[src/verilog/pasm_pkg.sv]
// Purpose: constants for the port-4 analog share pin mux
// Assumes: axi4-lite, 32-bit data, registers one word each
// Notes:   byte address is four times the register index
// Behaviour
// at most one pin routed to converter
// analog-only bit isolates digital path
// analog-only bit clear allows either use
// analog-only field bits 4:0, reset zero
// channel enable low keeps all digital
// channel enable high forces selected pin analog
// selector 000..101 picks inputs 0..5
// input n maps to pin n
// external reference enable takes pin 0
// software disables channel before digital use
// software writes latch before direction output
// active channel needs converter and channel enable
// direction 1 drives, 0 inputs
// isolated pin reads fixed zero
package pasm_pkg;
	localparam int          PASM_NPINS          = 5;
	localparam logic [7:0]  PASM_IDX_ANALOG     = 8'hae;
	localparam logic [7:0]  PASM_IDX_HREF       = 8'haf;
	localparam logic [7:0]  PASM_IDX_MODE       = 8'hb1;
	localparam logic [7:0]  PASM_IDX_DATA       = 8'hd4;
	localparam logic [7:0]  PASM_IDX_DIR        = 8'hc4;
	localparam logic [7:0]  PASM_IDX_STATUS     = 8'hc0;
	localparam int          PASM_MODE_CONV_BIT  = 7;
	localparam int          PASM_MODE_GCH_BIT   = 4;
	localparam int          PASM_HREF_EN_BIT    = 7;
	localparam logic [7:0]  PASM_MODE_MASK      = 8'hf7;
	localparam logic [7:0]  PASM_HREF_MASK      = 8'h83;
	localparam logic [7:0]  PASM_RESET_VAL      = 8'h00;
	localparam logic [2:0]  PASM_SEL_MAX        = 3'h5;
	localparam logic [1:0]  PASM_RESP_OKAY      = 2'h0;
	localparam logic [1:0]  PASM_RESP_SLVERR    = 2'h2;
	localparam logic        PASM_ISOLATED_READ  = 1'b0;
endpackage : pasm_pkg

[src/verilog/pasm_sel_if.sv]
`timescale 1ns/1ps
// Purpose: carries pin configuration to the pin decoder
// Assumes: one clock domain
// Notes:   combinational decode results come back
interface pasm_sel_if #(parameter int NPINS = 5);
	logic [NPINS-1:0] analog_only;
	logic [2:0]       chan_sel;
	logic             gch_en;
	logic             conv_en;
	logic             href_en;
	logic [NPINS-1:0] ain_sel;
	logic [NPINS-1:0] dig_ok;
	logic             href_conn;
	logic             sel_valid;
	modport ctrl (output analog_only, chan_sel, gch_en, conv_en, href_en,
		input ain_sel, dig_ok, href_conn, sel_valid);
	modport dec (input analog_only, chan_sel, gch_en, conv_en, href_en,
		output ain_sel, dig_ok, href_conn, sel_valid);
endinterface : pasm_sel_if

[src/verilog/pasm_pin_decode.sv]
`timescale 1ns/1ps
// Purpose: per-pin function decode of the share mux
// Assumes: configuration arrives already registered
// Notes:   purely combinational
module pasm_pin_decode #(
	parameter int NPINS = 5
) (
	pasm_sel_if.dec s
);
	if (NPINS < 1 || NPINS > 6) begin : g_bad_npins
		$error("pasm_pin_decode: NPINS out of range");
	end
	logic sel_in_range;
	always_comb begin
		sel_in_range = (s.chan_sel <= pasm_pkg::PASM_SEL_MAX);
		s.sel_valid  = sel_in_range;
		s.href_conn  = s.href_en;
	end
	genvar g;
	generate
		for (g = 0; g < NPINS; g++) begin : g_pin
			logic hit;
			logic href_here;
			always_comb begin
				// undefined selector codes route nothing
				hit          = sel_in_range && (s.chan_sel == 3'(g));
				href_here    = (g == 0) && s.href_en;
				s.ain_sel[g] = s.conv_en && s.gch_en && hit && !href_here;
				s.dig_ok[g]  = !s.analog_only[g] && !(s.gch_en && hit) && !href_here;
			end
		end
	endgenerate
endmodule : pasm_pin_decode

[src/verilog/pasm_top.sv]
`timescale 1ns/1ps
// Purpose: port-4 digital/analog/reference pin selection with axi4-lite registers
// Assumes: aclk 40 MHz, synchronous active-low reset
// Notes:   pad levels arrive asynchronously and are filtered
module pasm_top #(
	parameter int NPINS = 5
) (
	input  wire logic             aclk,
	input  wire logic             aresetn,
	input  wire logic [9:0]       s_axi_awaddr,
	input  wire logic             s_axi_awvalid,
	output logic                  s_axi_awready,
	input  wire logic [31:0]      s_axi_wdata,
	input  wire logic [3:0]       s_axi_wstrb,
	input  wire logic             s_axi_wvalid,
	output logic                  s_axi_wready,
	output logic [1:0]            s_axi_bresp,
	output logic                  s_axi_bvalid,
	input  wire logic             s_axi_bready,
	input  wire logic [9:0]       s_axi_araddr,
	input  wire logic             s_axi_arvalid,
	output logic                  s_axi_arready,
	output logic [31:0]           s_axi_rdata,
	output logic [1:0]            s_axi_rresp,
	output logic                  s_axi_rvalid,
	input  wire logic             s_axi_rready,
	input  wire logic [NPINS-1:0] pad_in,
	output logic [NPINS-1:0]      pad_out,
	output logic [NPINS-1:0]      pad_oe,
	output logic [NPINS-1:0]      pad_dig_in_en,
	output logic [NPINS-1:0]      analog_input_sel,
	output logic                  external_high_ref_pin_conn
);
	if (NPINS != pasm_pkg::PASM_NPINS) begin : g_bad_npins
		$error("pasm_top: NPINS must equal the port width");
	end

	logic [NPINS-1:0] port4_analog_only_cfg_r;
	logic [7:0]       converter_high_ref_cfg_r;
	logic [7:0]       converter_mode_channel_r;
	logic [NPINS-1:0] port4_data_r;
	logic [NPINS-1:0] port4_direction_r;
	logic [NPINS-1:0] sync1_r;
	logic [NPINS-1:0] sync2_r;
	logic [NPINS-1:0] sync3_r;
	logic [NPINS-1:0] pin_level_r;
	logic             aw_held_r;
	logic             w_held_r;
	logic [9:0]       aw_addr_r;
	logic [31:0]      w_data_r;
	logic [3:0]       w_strb_r;

	pasm_sel_if #(.NPINS(NPINS)) sel ();

	assign sel.analog_only = port4_analog_only_cfg_r;
	assign sel.chan_sel    = converter_mode_channel_r[2:0];
	assign sel.gch_en      = converter_mode_channel_r[pasm_pkg::PASM_MODE_GCH_BIT];
	assign sel.conv_en     = converter_mode_channel_r[pasm_pkg::PASM_MODE_CONV_BIT];
	assign sel.href_en     = converter_high_ref_cfg_r[pasm_pkg::PASM_HREF_EN_BIT];

	pasm_pin_decode #(.NPINS(NPINS)) u_dec (
		.s (sel.dec)
	);

	// printed offsets are indexes, so the byte address is four times one
	function automatic logic [7:0] word_idx(input logic [9:0] a);
		word_idx = a[9:2];
	endfunction : word_idx

	function automatic logic is_mapped(input logic [7:0] idx);
		case (idx)
			pasm_pkg::PASM_IDX_ANALOG,
			pasm_pkg::PASM_IDX_HREF,
			pasm_pkg::PASM_IDX_MODE,
			pasm_pkg::PASM_IDX_DATA,
			pasm_pkg::PASM_IDX_DIR,
			pasm_pkg::PASM_IDX_STATUS: is_mapped = 1'b1;
			default:                   is_mapped = 1'b0;
		endcase
	endfunction : is_mapped

	// write channel: address and data captured separately, either order
	logic do_write;
	logic [7:0] wr_idx;
	assign do_write = aw_held_r && w_held_r && !s_axi_bvalid;
	assign wr_idx   = word_idx(aw_addr_r);

	// bvalid holds both readies low, so a second write waits for the response
	always_ff @(posedge aclk) begin
		if (!aresetn) begin
			aw_held_r     <= 1'b0;
			s_axi_awready <= 1'b0;
			aw_addr_r     <= 10'h000;
		end else if (do_write) begin
			aw_held_r     <= 1'b0;
			s_axi_awready <= 1'b0;
		end else if (s_axi_awvalid && s_axi_awready) begin
			aw_held_r     <= 1'b1;
			aw_addr_r     <= s_axi_awaddr;
			s_axi_awready <= 1'b0;
		end else begin
			s_axi_awready <= !aw_held_r && !s_axi_bvalid;
		end
	end

	always_ff @(posedge aclk) begin
		if (!aresetn) begin
			w_held_r     <= 1'b0;
			s_axi_wready <= 1'b0;
			w_data_r     <= 32'h0000_0000;
			w_strb_r     <= 4'h0;
		end else if (do_write) begin
			w_held_r     <= 1'b0;
			s_axi_wready <= 1'b0;
		end else if (s_axi_wvalid && s_axi_wready) begin
			w_held_r     <= 1'b1;
			w_data_r     <= s_axi_wdata;
			w_strb_r     <= s_axi_wstrb;
			s_axi_wready <= 1'b0;
		end else begin
			s_axi_wready <= !w_held_r && !s_axi_bvalid;
		end
	end

	always_ff @(posedge aclk) begin
		if (!aresetn) begin
			s_axi_bvalid <= 1'b0;
			s_axi_bresp  <= pasm_pkg::PASM_RESP_OKAY;
		end else if (do_write) begin
			s_axi_bvalid <= 1'b1;
			s_axi_bresp  <= is_mapped(wr_idx) ? pasm_pkg::PASM_RESP_OKAY
				: pasm_pkg::PASM_RESP_SLVERR;
		end else if (s_axi_bready) begin
			s_axi_bvalid <= 1'b0;
		end
	end

	// only byte lane 0 carries register bits
	logic wr_lane0;
	assign wr_lane0 = do_write && w_strb_r[0];

	always_ff @(posedge aclk) begin
		if (!aresetn) begin
			port4_analog_only_cfg_r <= pasm_pkg::PASM_RESET_VAL[NPINS-1:0];
		end else if (wr_lane0 && wr_idx == pasm_pkg::PASM_IDX_ANALOG) begin
			port4_analog_only_cfg_r <= w_data_r[NPINS-1:0];
		end
	end

	always_ff @(posedge aclk) begin
		if (!aresetn) begin
			converter_high_ref_cfg_r <= pasm_pkg::PASM_RESET_VAL;
		end else if (wr_lane0 && wr_idx == pasm_pkg::PASM_IDX_HREF) begin
			converter_high_ref_cfg_r <= w_data_r[7:0] & pasm_pkg::PASM_HREF_MASK;
		end
	end

	always_ff @(posedge aclk) begin
		if (!aresetn) begin
			converter_mode_channel_r <= pasm_pkg::PASM_RESET_VAL;
		end else if (wr_lane0 && wr_idx == pasm_pkg::PASM_IDX_MODE) begin
			converter_mode_channel_r <= w_data_r[7:0] & pasm_pkg::PASM_MODE_MASK;
		end
	end

	// software orders latch before direction, so no glitch logic here
	always_ff @(posedge aclk) begin
		if (!aresetn) begin
			port4_data_r <= '0;
		end else if (wr_lane0 && wr_idx == pasm_pkg::PASM_IDX_DATA) begin
			port4_data_r <= w_data_r[NPINS-1:0];
		end
	end

	always_ff @(posedge aclk) begin
		if (!aresetn) begin
			port4_direction_r <= '0;
		end else if (wr_lane0 && wr_idx == pasm_pkg::PASM_IDX_DIR) begin
			port4_direction_r <= w_data_r[NPINS-1:0];
		end
	end

	// pad synchroniser: three stages, the first may go metastable
	always_ff @(posedge aclk) begin
		if (!aresetn) begin
			sync1_r <= '0;
			sync2_r <= '0;
			sync3_r <= '0;
		end else begin
			sync1_r <= pad_in;
			sync2_r <= sync1_r;
			sync3_r <= sync2_r;
		end
	end

	// level accepted once stages two and three agree, so a one-edge glitch is ignored
	always_ff @(posedge aclk) begin
		if (!aresetn) begin
			pin_level_r <= '0;
		end else begin
			for (int i = 0; i < NPINS; i++) begin
				if (sync2_r[i] == sync3_r[i])
					pin_level_r[i] <= sync3_r[i];
			end
		end
	end

	// pad controls registered; digital path dropped when not digital-capable
	always_ff @(posedge aclk) begin
		if (!aresetn) begin
			pad_out <= '0;
		end else begin
			pad_out <= port4_data_r & sel.dig_ok;
		end
	end

	always_ff @(posedge aclk) begin
		if (!aresetn) begin
			pad_oe <= '0;
		end else begin
			pad_oe <= port4_direction_r & sel.dig_ok;
		end
	end

	always_ff @(posedge aclk) begin
		if (!aresetn) begin
			pad_dig_in_en <= '0;
		end else begin
			pad_dig_in_en <= sel.dig_ok & ~port4_direction_r;
		end
	end

	always_ff @(posedge aclk) begin
		if (!aresetn) begin
			analog_input_sel <= '0;
		end else begin
			analog_input_sel <= sel.ain_sel;
		end
	end

	always_ff @(posedge aclk) begin
		if (!aresetn) begin
			external_high_ref_pin_conn <= 1'b0;
		end else begin
			external_high_ref_pin_conn <= sel.href_conn;
		end
	end

	// read path: one outstanding read, answer one cycle after acceptance
	logic [7:0]       rd_idx;
	logic [31:0]      rd_word;
	logic [NPINS-1:0] rd_port;
	assign rd_idx = word_idx(s_axi_araddr);

	always_comb begin
		for (int i = 0; i < NPINS; i++) begin
			// output pins read back their latch; isolated ones read a constant
			if (!sel.dig_ok[i])
				rd_port[i] = pasm_pkg::PASM_ISOLATED_READ;
			else if (port4_direction_r[i])
				rd_port[i] = port4_data_r[i];
			else
				rd_port[i] = pin_level_r[i];
		end
		rd_word = 32'h0000_0000;
		case (rd_idx)
			pasm_pkg::PASM_IDX_ANALOG: rd_word[NPINS-1:0] = port4_analog_only_cfg_r;
			pasm_pkg::PASM_IDX_HREF:   rd_word[7:0] = converter_high_ref_cfg_r;
			pasm_pkg::PASM_IDX_MODE:   rd_word[7:0] = converter_mode_channel_r;
			pasm_pkg::PASM_IDX_DATA:   rd_word[NPINS-1:0] = rd_port;
			pasm_pkg::PASM_IDX_DIR:    rd_word[NPINS-1:0] = port4_direction_r;
			pasm_pkg::PASM_IDX_STATUS: rd_word[NPINS:0] = {sel.sel_valid, sel.ain_sel};
			default:                   rd_word = 32'h0000_0000;
		endcase
	end

	// arready rests one cycle after the answer, so one read is ever outstanding
	always_ff @(posedge aclk) begin
		if (!aresetn) begin
			s_axi_arready <= 1'b0;
		end else if (s_axi_arvalid && s_axi_arready) begin
			s_axi_arready <= 1'b0;
		end else begin
			s_axi_arready <= !s_axi_rvalid;
		end
	end

	always_ff @(posedge aclk) begin
		if (!aresetn) begin
			s_axi_rvalid <= 1'b0;
			s_axi_rdata  <= 32'h0000_0000;
			s_axi_rresp  <= pasm_pkg::PASM_RESP_OKAY;
		end else if (s_axi_arvalid && s_axi_arready) begin
			s_axi_rvalid <= 1'b1;
			s_axi_rdata  <= rd_word;
			s_axi_rresp  <= is_mapped(rd_idx) ? pasm_pkg::PASM_RESP_OKAY
				: pasm_pkg::PASM_RESP_SLVERR;
		end else if (s_axi_rvalid && s_axi_rready) begin
			s_axi_rvalid <= 1'b0;
		end
	end
endmodule : pasm_top

[config.mk]
export PLATFORM = sky130hd
export DESIGN_NAME = pasm_top
export DESIGN_NICKNAME = d
export VERILOG_FILES = /design/src/verilog/pasm_pkg.sv /design/src/verilog/pasm_sel_if.sv /design/src/verilog/pasm_pin_decode.sv /design/src/verilog/pasm_top.sv
export SDC_FILE = /design/constraint.sdc
export NUM_CORES = 1
export LEC_CHECK = 0
export BUFFER_PORTS_ARGS = -buffer_cell sky130_fd_sc_hd__buf_2
export CAP_MARGIN = 25
export CORE_AREA = 2 2 106 108
export DETAILED_ROUTE_END_ITERATION = 8
export DIE_AREA = 0 0 108 110
export PLACE_DENSITY = 0.64
export SETUP_SLACK_MARGIN = 0.3
export SYNTH_ARGS = -nofsm -noshare
export SYNTH_HDL_FRONTEND = slang
export SYNTH_SLANG_ARGS = --single-unit
[constraint.sdc]
create_clock -name aclk -period 3.6 [get_ports aclk]
set_input_delay 0.72 -clock aclk [delete_from_list [all_inputs] [get_ports aclk]]
set_output_delay 0.72 -clock aclk [all_outputs]
set_load 0.1 [all_outputs]
# Yosys cells after proc, flatten, opt, wreduce, memory -nomap -nowiden

Cells that the tools add are included.

Input bits: 68
Word-level logic and storage cells: 147
Flip-flop bits (word level): 104
Output and inout bits: 62

Equal/unequal tests: 21
Reductions and logical operators: 63
Muxes and demuxes: 25
Bitwise operators: 6
Magnitude comparators: 1

Operators by type and width:

| kind                 | number |
|---|---|
| $eq A8 B8 Y1 const B | 12 |
| $logic_and A1 B1 Y1  | 37 |
| $pmux W5 S6          | 1 |
| $mux W1              | 20 |
| $and A5 B5 Y5        | 3 |
| $logic_not A1 Y1     | 15 |
| $reduce_or A6 Y1     | 2 |
| $eq A3 B2 Y1 const B | 2 |
| $reduce_or A3 Y1     | 2 |
| $eq A1 B1 Y1         | 5 |
| $not A5 Y5           | 1 |
| $mux W2              | 2 |
| $pmux W2 S2          | 1 |
| $reduce_and A2 Y1    | 2 |
| $reduce_bool A2 Y1   | 2 |
| $reduce_or A2 Y1     | 2 |
| $eq A3 B1 Y1 const B | 1 |
| $eq A3 B3 Y1 const B | 1 |
| $le A3 B3 Y1 const B | 1 |
| $logic_not A3 Y1     | 1 |
| $not A1 Y1           | 2 |
| $pmux W1 S2          | 1 |

# Depth between registers and ports, before layout

Word-level depth: 8
Mapped depth: 7
Depth with buffers taken out: 5

# Cells and area by module

Synthesis repeated with hierarchy kept, for this count alone.

Cells, all modules: 426
Area total of the unflattened synthesis: 4028.9 um^2

Modules (own cells, without submodules):

| module          | cells each | sequential area each (um^2) | area an instance (um^2) | times used |
|---|---|---|---|---|
| pasm_top        | 408        | 2001.9                      | 3896.2                  | 1 |
| pasm_pin_decode | 18         | 0.0                         | 132.6                   | 1 |

# Worst setup path after synthesis

OpenSTA, ideal clock, no wires.

Path kind: reg2reg
From: reg s_axi_bvalid
To: reg converter_high_ref_cfg_r[0]
Setup slack: 1.566 ns
Data required time: 3.484 ns
Cell stages (with the launch flop): 7
Clock period less this slack: 2.034 ns
Data arrival time: 1.918 ns
Buffers on the path: 1
Library setup time: 0.116 ns
Cell sequence: dfxtp_1 and3b_2 nand3b_4 or4_1 clkbuf_1 mux2i_1 nor2b_1

Longest elaborated chain between the ends: 4

RTL lines:

| element                | line            | RTL |
|---|---|---|
| from (decl)            | pasm_top.sv:18  | `output logic s_axi_bvalid,` |
| from (signal assigned) | pasm_top.sv:127 | `s_axi_bvalid <= 1'b0;` |
| from (signal assigned) | pasm_top.sv:130 | `s_axi_bvalid <= 1'b1;` |
| from (signal assigned) | pasm_top.sv:134 | `s_axi_bvalid <= 1'b0;` |
| $logic_not A1 Y1       | pasm_top.sv:85  | `assign do_write = aw_held_r && w_held_r && !s_axi_bvalid;` |
| $logic_and A1 B1 Y1    | pasm_top.sv:85  |  |
| $logic_and A1 B1 Y1    | pasm_top.sv:140 | `assign wr_lane0 = do_write && w_strb_r[0];` |
| $logic_and A1 B1 Y1    | pasm_top.sv:153 | `end else if (wr_lane0 && wr_idx == pasm_pkg::PASM_IDX_HREF) begin` |
| to (signal assigned)   | pasm_top.sv:152 | `converter_high_ref_cfg_r <= pasm_pkg::PASM_RESET_VAL;` |
| to (signal assigned)   | pasm_top.sv:154 | `converter_high_ref_cfg_r <= w_data_r[7:0] & pasm_pkg::PASM_HREF_MASK;` |
| to (decl)              | pasm_top.sv:39  | `logic [7:0] converter_high_ref_cfg_r;` |

No other way between the ends.
A chain may end at the register's enable or synchronous reset.

# Final worst setup path

From: reg s_axi_bvalid
To: out s_axi_bvalid

No word-level cell between the ends.

==> results.json <==
{
  "clk-insertion-delay-late_ns": 0.37,
  "grt_pass1_wl_mm": 14.1,
  "drv_cap": 0,
  "finalInstanceArea_mm2": 0.00474,
  "crit_type": "reg2out",
  "port_buffers": 72,
  "gp_congestion": 0.860,
  "drt_iter0_markers": 114,
  "synth-seq-area-share_pct": 47.9,
  "overflow": 0,
  "postCtsSetupBuffers": 0,
  "layout_setup_ws_ns": 1.68,
  "slew_headroom_pct": 64.1,
  "worst-path-buf-inv": 1,
  "cts_hold_buf": 0,
  "path_clk_slew_ns": 0.11,
  "synth_area_mm2": 0.00418,
  "cp_cell_sequence": "buf_2",
  "antenna_cells": 0,
  "antenna_found_initial": 0,
  "r2r-start": "aw_addr_r[2]$_SDFFE_PN0P_",
  "critical_path.top_delay_family": "buffers and inverters",
  "gr-usage-all-layers_pct": 15.3,
  "fill_cells": 1081,
  "ys.flop_type": "dfxtp_1",
  "fin_nets": 573,
  "yosys-mux-area-fraction_pct": 7.19,
  "power_density_mw_per_mm2": 451,
  "yosys.area_share.simple_pct": 25.5,
  "coreArea_mm2": 0.0107,
  "worstPathArrival_ns": 1.20,
  "grt_pass1_vias": 2914,
  "dp_cells": 634,
  "critPathLaunchType": "flop",
  "final_cell_mix": "dfxtp_1 (100), buf_2 (72), nand2_1 (53)",
  "dpl-instance-area_mm2": 0.00454,
  "max_freq_mhz": 521,
  "wl_per_cell_um": 13.4,
  "setup-tns-final_ns": 0,
  "drive_gt1_share_pct": 19.4,
  "place_ws_ns": 1.46,
  "remaining_drc_errors": 0,
  "vdd_drop_max_v": 0.000235,
  "clk_path_buf_depth": 2,
  "root_buffer": "clkbuf_8",
  "finalSetupViolations": 0,
  "synthDistinctLibCells": 47,
  "dieArea_mm2": 0.0119,
  "min_from": "sync1_r[4]$_SDFF_PN0_",
  "fin_crit_ns": 1.92,
  "min_period_over_period_pct": 53.3,
  "clkSinkCount": 100,
  "worst_pin_slew_ns": 0.536,
  "yosysWarnings": 0,
  "fp-row-count": 38,
  "hold_violations": 0,
  "async_flop_share_pct": 0,
  "endpoint_kind": "primary output",
  "numCtsBuffers": 9,
  "cp_max_fo": 5,
  "p_leak_nw": 1.92,
  "synthCells": 441,
  "synth_xor_area_share_pct": 0,
  "grt_max_degree": 52,
  "ys_seq_elements": 100,
  "cp_slowest_cell": "buf_2",
  "cts_resized": 0,
  "critPathLaunch": "s_axi_bvalid$_SDFFE_PN0P_",
  "final_max_slew_viol_count": 0,
  "status": "completed",
  "synth_edf_count": 0,
  "min_path_type": "reg2reg",
  "cts_tree": "done",
  "finClkSkew_ns": 0.0120,
  "rsz0062_at_grt": "false",
  "synth_area_per_cell_um2": 9.48,
  "finalPower_mw": 2.14,
  "critPathRequiredTime_ns": 2.88,
  "vias": 3151,
  "slowest_delay_ns": 0.44,
  "final_common_cell": "dfxtp_1",
  "h-tree-depth": 3,
  "drt_pass1_iterations": 4,
  "via_per_inst": 4.85,
  "stdcell_count": 650,
  "io_pins": 130,
  "ant_nets": 0,
  "area_growth_pct": 13.3,
  "synthAdderAreaFrac_pct": 0,
  "fin_util_pct": 44.3,
  "synth_top_family_by_area": "simple AND/OR/NAND/NOR gates",
  "start_util_pct": 39.1,
  "synth_compound_area_share_pct": 12.5,
  "die_width_um": 108,
  "dp_hpwl_mm": 6.56,
  "drt_wl_total_mm": 8.69,
  "die_h_um": 110,
  "hold_ws_ns": 0.439
}
## final cells by class
class / count / area [um^2] / area share, %
tap: 140 / 175 / 3.70
clock buffer: 9 / 124 / 2.62
inverter: 4 / 15.0 / 0.317
clock inverter: 7 / 67.6 / 1.43
multi-input combinational: 317 / 1980 / 41.9
sequential: 100 / 2000 / 42.3
timing repair buffer: 73 / 368 / 7.77
## cells by family after synthesis
logic type / after synthesis
other: 1
AO/OA/AOI/OAI: 77
buffers and inverters: 49
AND/OR/NAND/NOR: 184
multiplexers: 30
flip-flops: 100
## report_power, final
| part | internal [mW] | switching (mW) | total, mW |
|---|---|---|---|
| combinational | 0.0538 | 0.239 | 0.292 |
| clock | 0.271 | 0.420 | 0.690 |
| sequential | 1.13 | 0.0197 | 1.15 |
## final timing paths
kind,to,slack (ns),cells past startpoint
worst max-delay path,s_axi_bvalid,1.68,1
worst min-delay path,sync2_r[4]$_SDFF_PN0_,0.44,1
worst max register to register,port4_data_r[4]$_SDFFE_PN0P_,1.77,5
worst min register to register,sync2_r[4]$_SDFF_PN0_,0.44,1
## routing by layer
metal	up-vias	global-route usage, %	wire length [um]
met2	102	24.9	4030
met1	1450	19.7	3990
met4	0	6.87	164
met5	-	0	0
met3	14	2.88	503
li1	1585	-	-
## cells in the mapped netlist (2+ instances only)
| library cell | instances | area [um^2] |
|---|---|---|
| inv_1 | 4 | 15.0 |
| a211oi_1 | 3 | 22.5 |
| a31oi_1 | 2 | 12.5 |
| nand4b_1 | 2 | 17.5 |
| nor3_1 | 2 | 10.0 |
| clkbuf_1 | 15 | 56.3 |
| nor2_1 | 23 | 86.3 |
| a32oi_1 | 3 | 26.3 |
| o21ai_0 | 18 | 90.1 |
| nand2b_1 | 5 | 31.3 |
| nand3b_4 | 2 | 40.0 |
| buf_4 | 26 | 195 |
| nor4b_1 | 3 | 26.3 |
| nand2_1 | 53 | 199 |
| and3b_1 | 3 | 26.3 |
| a21oi_1 | 7 | 35.0 |
| and4bb_2 | 2 | 25.0 |
| a22o_1 | 2 | 17.5 |
| dfxtp_1 | 100 | 2000 |
| o2bb2ai_1 | 2 | 17.5 |
| buf_2 | 4 | 20.0 |
| nand3_1 | 10 | 50.1 |
| o21ai_1 | 3 | 15.0 |
| nand3b_1 | 4 | 30.0 |
| mux2i_1 | 30 | 300 |
| nor2b_1 | 31 | 194 |
| and2_1 | 25 | 156 |
| o21a_1 | 2 | 15.0 |
| and3_1 | 9 | 56.3 |
| o41ai_1 | 2 | 17.5 |
| a21boi_0 | 28 | 210 |
## registers in the layout, indices dropped and copies added (netlist names), 7 cells and up
register,cells
s_axi_rdata,8
converter_mode_channel_r,7
w_data_r,8
aw_addr_r,8
(Power assumes the default switching activity.)
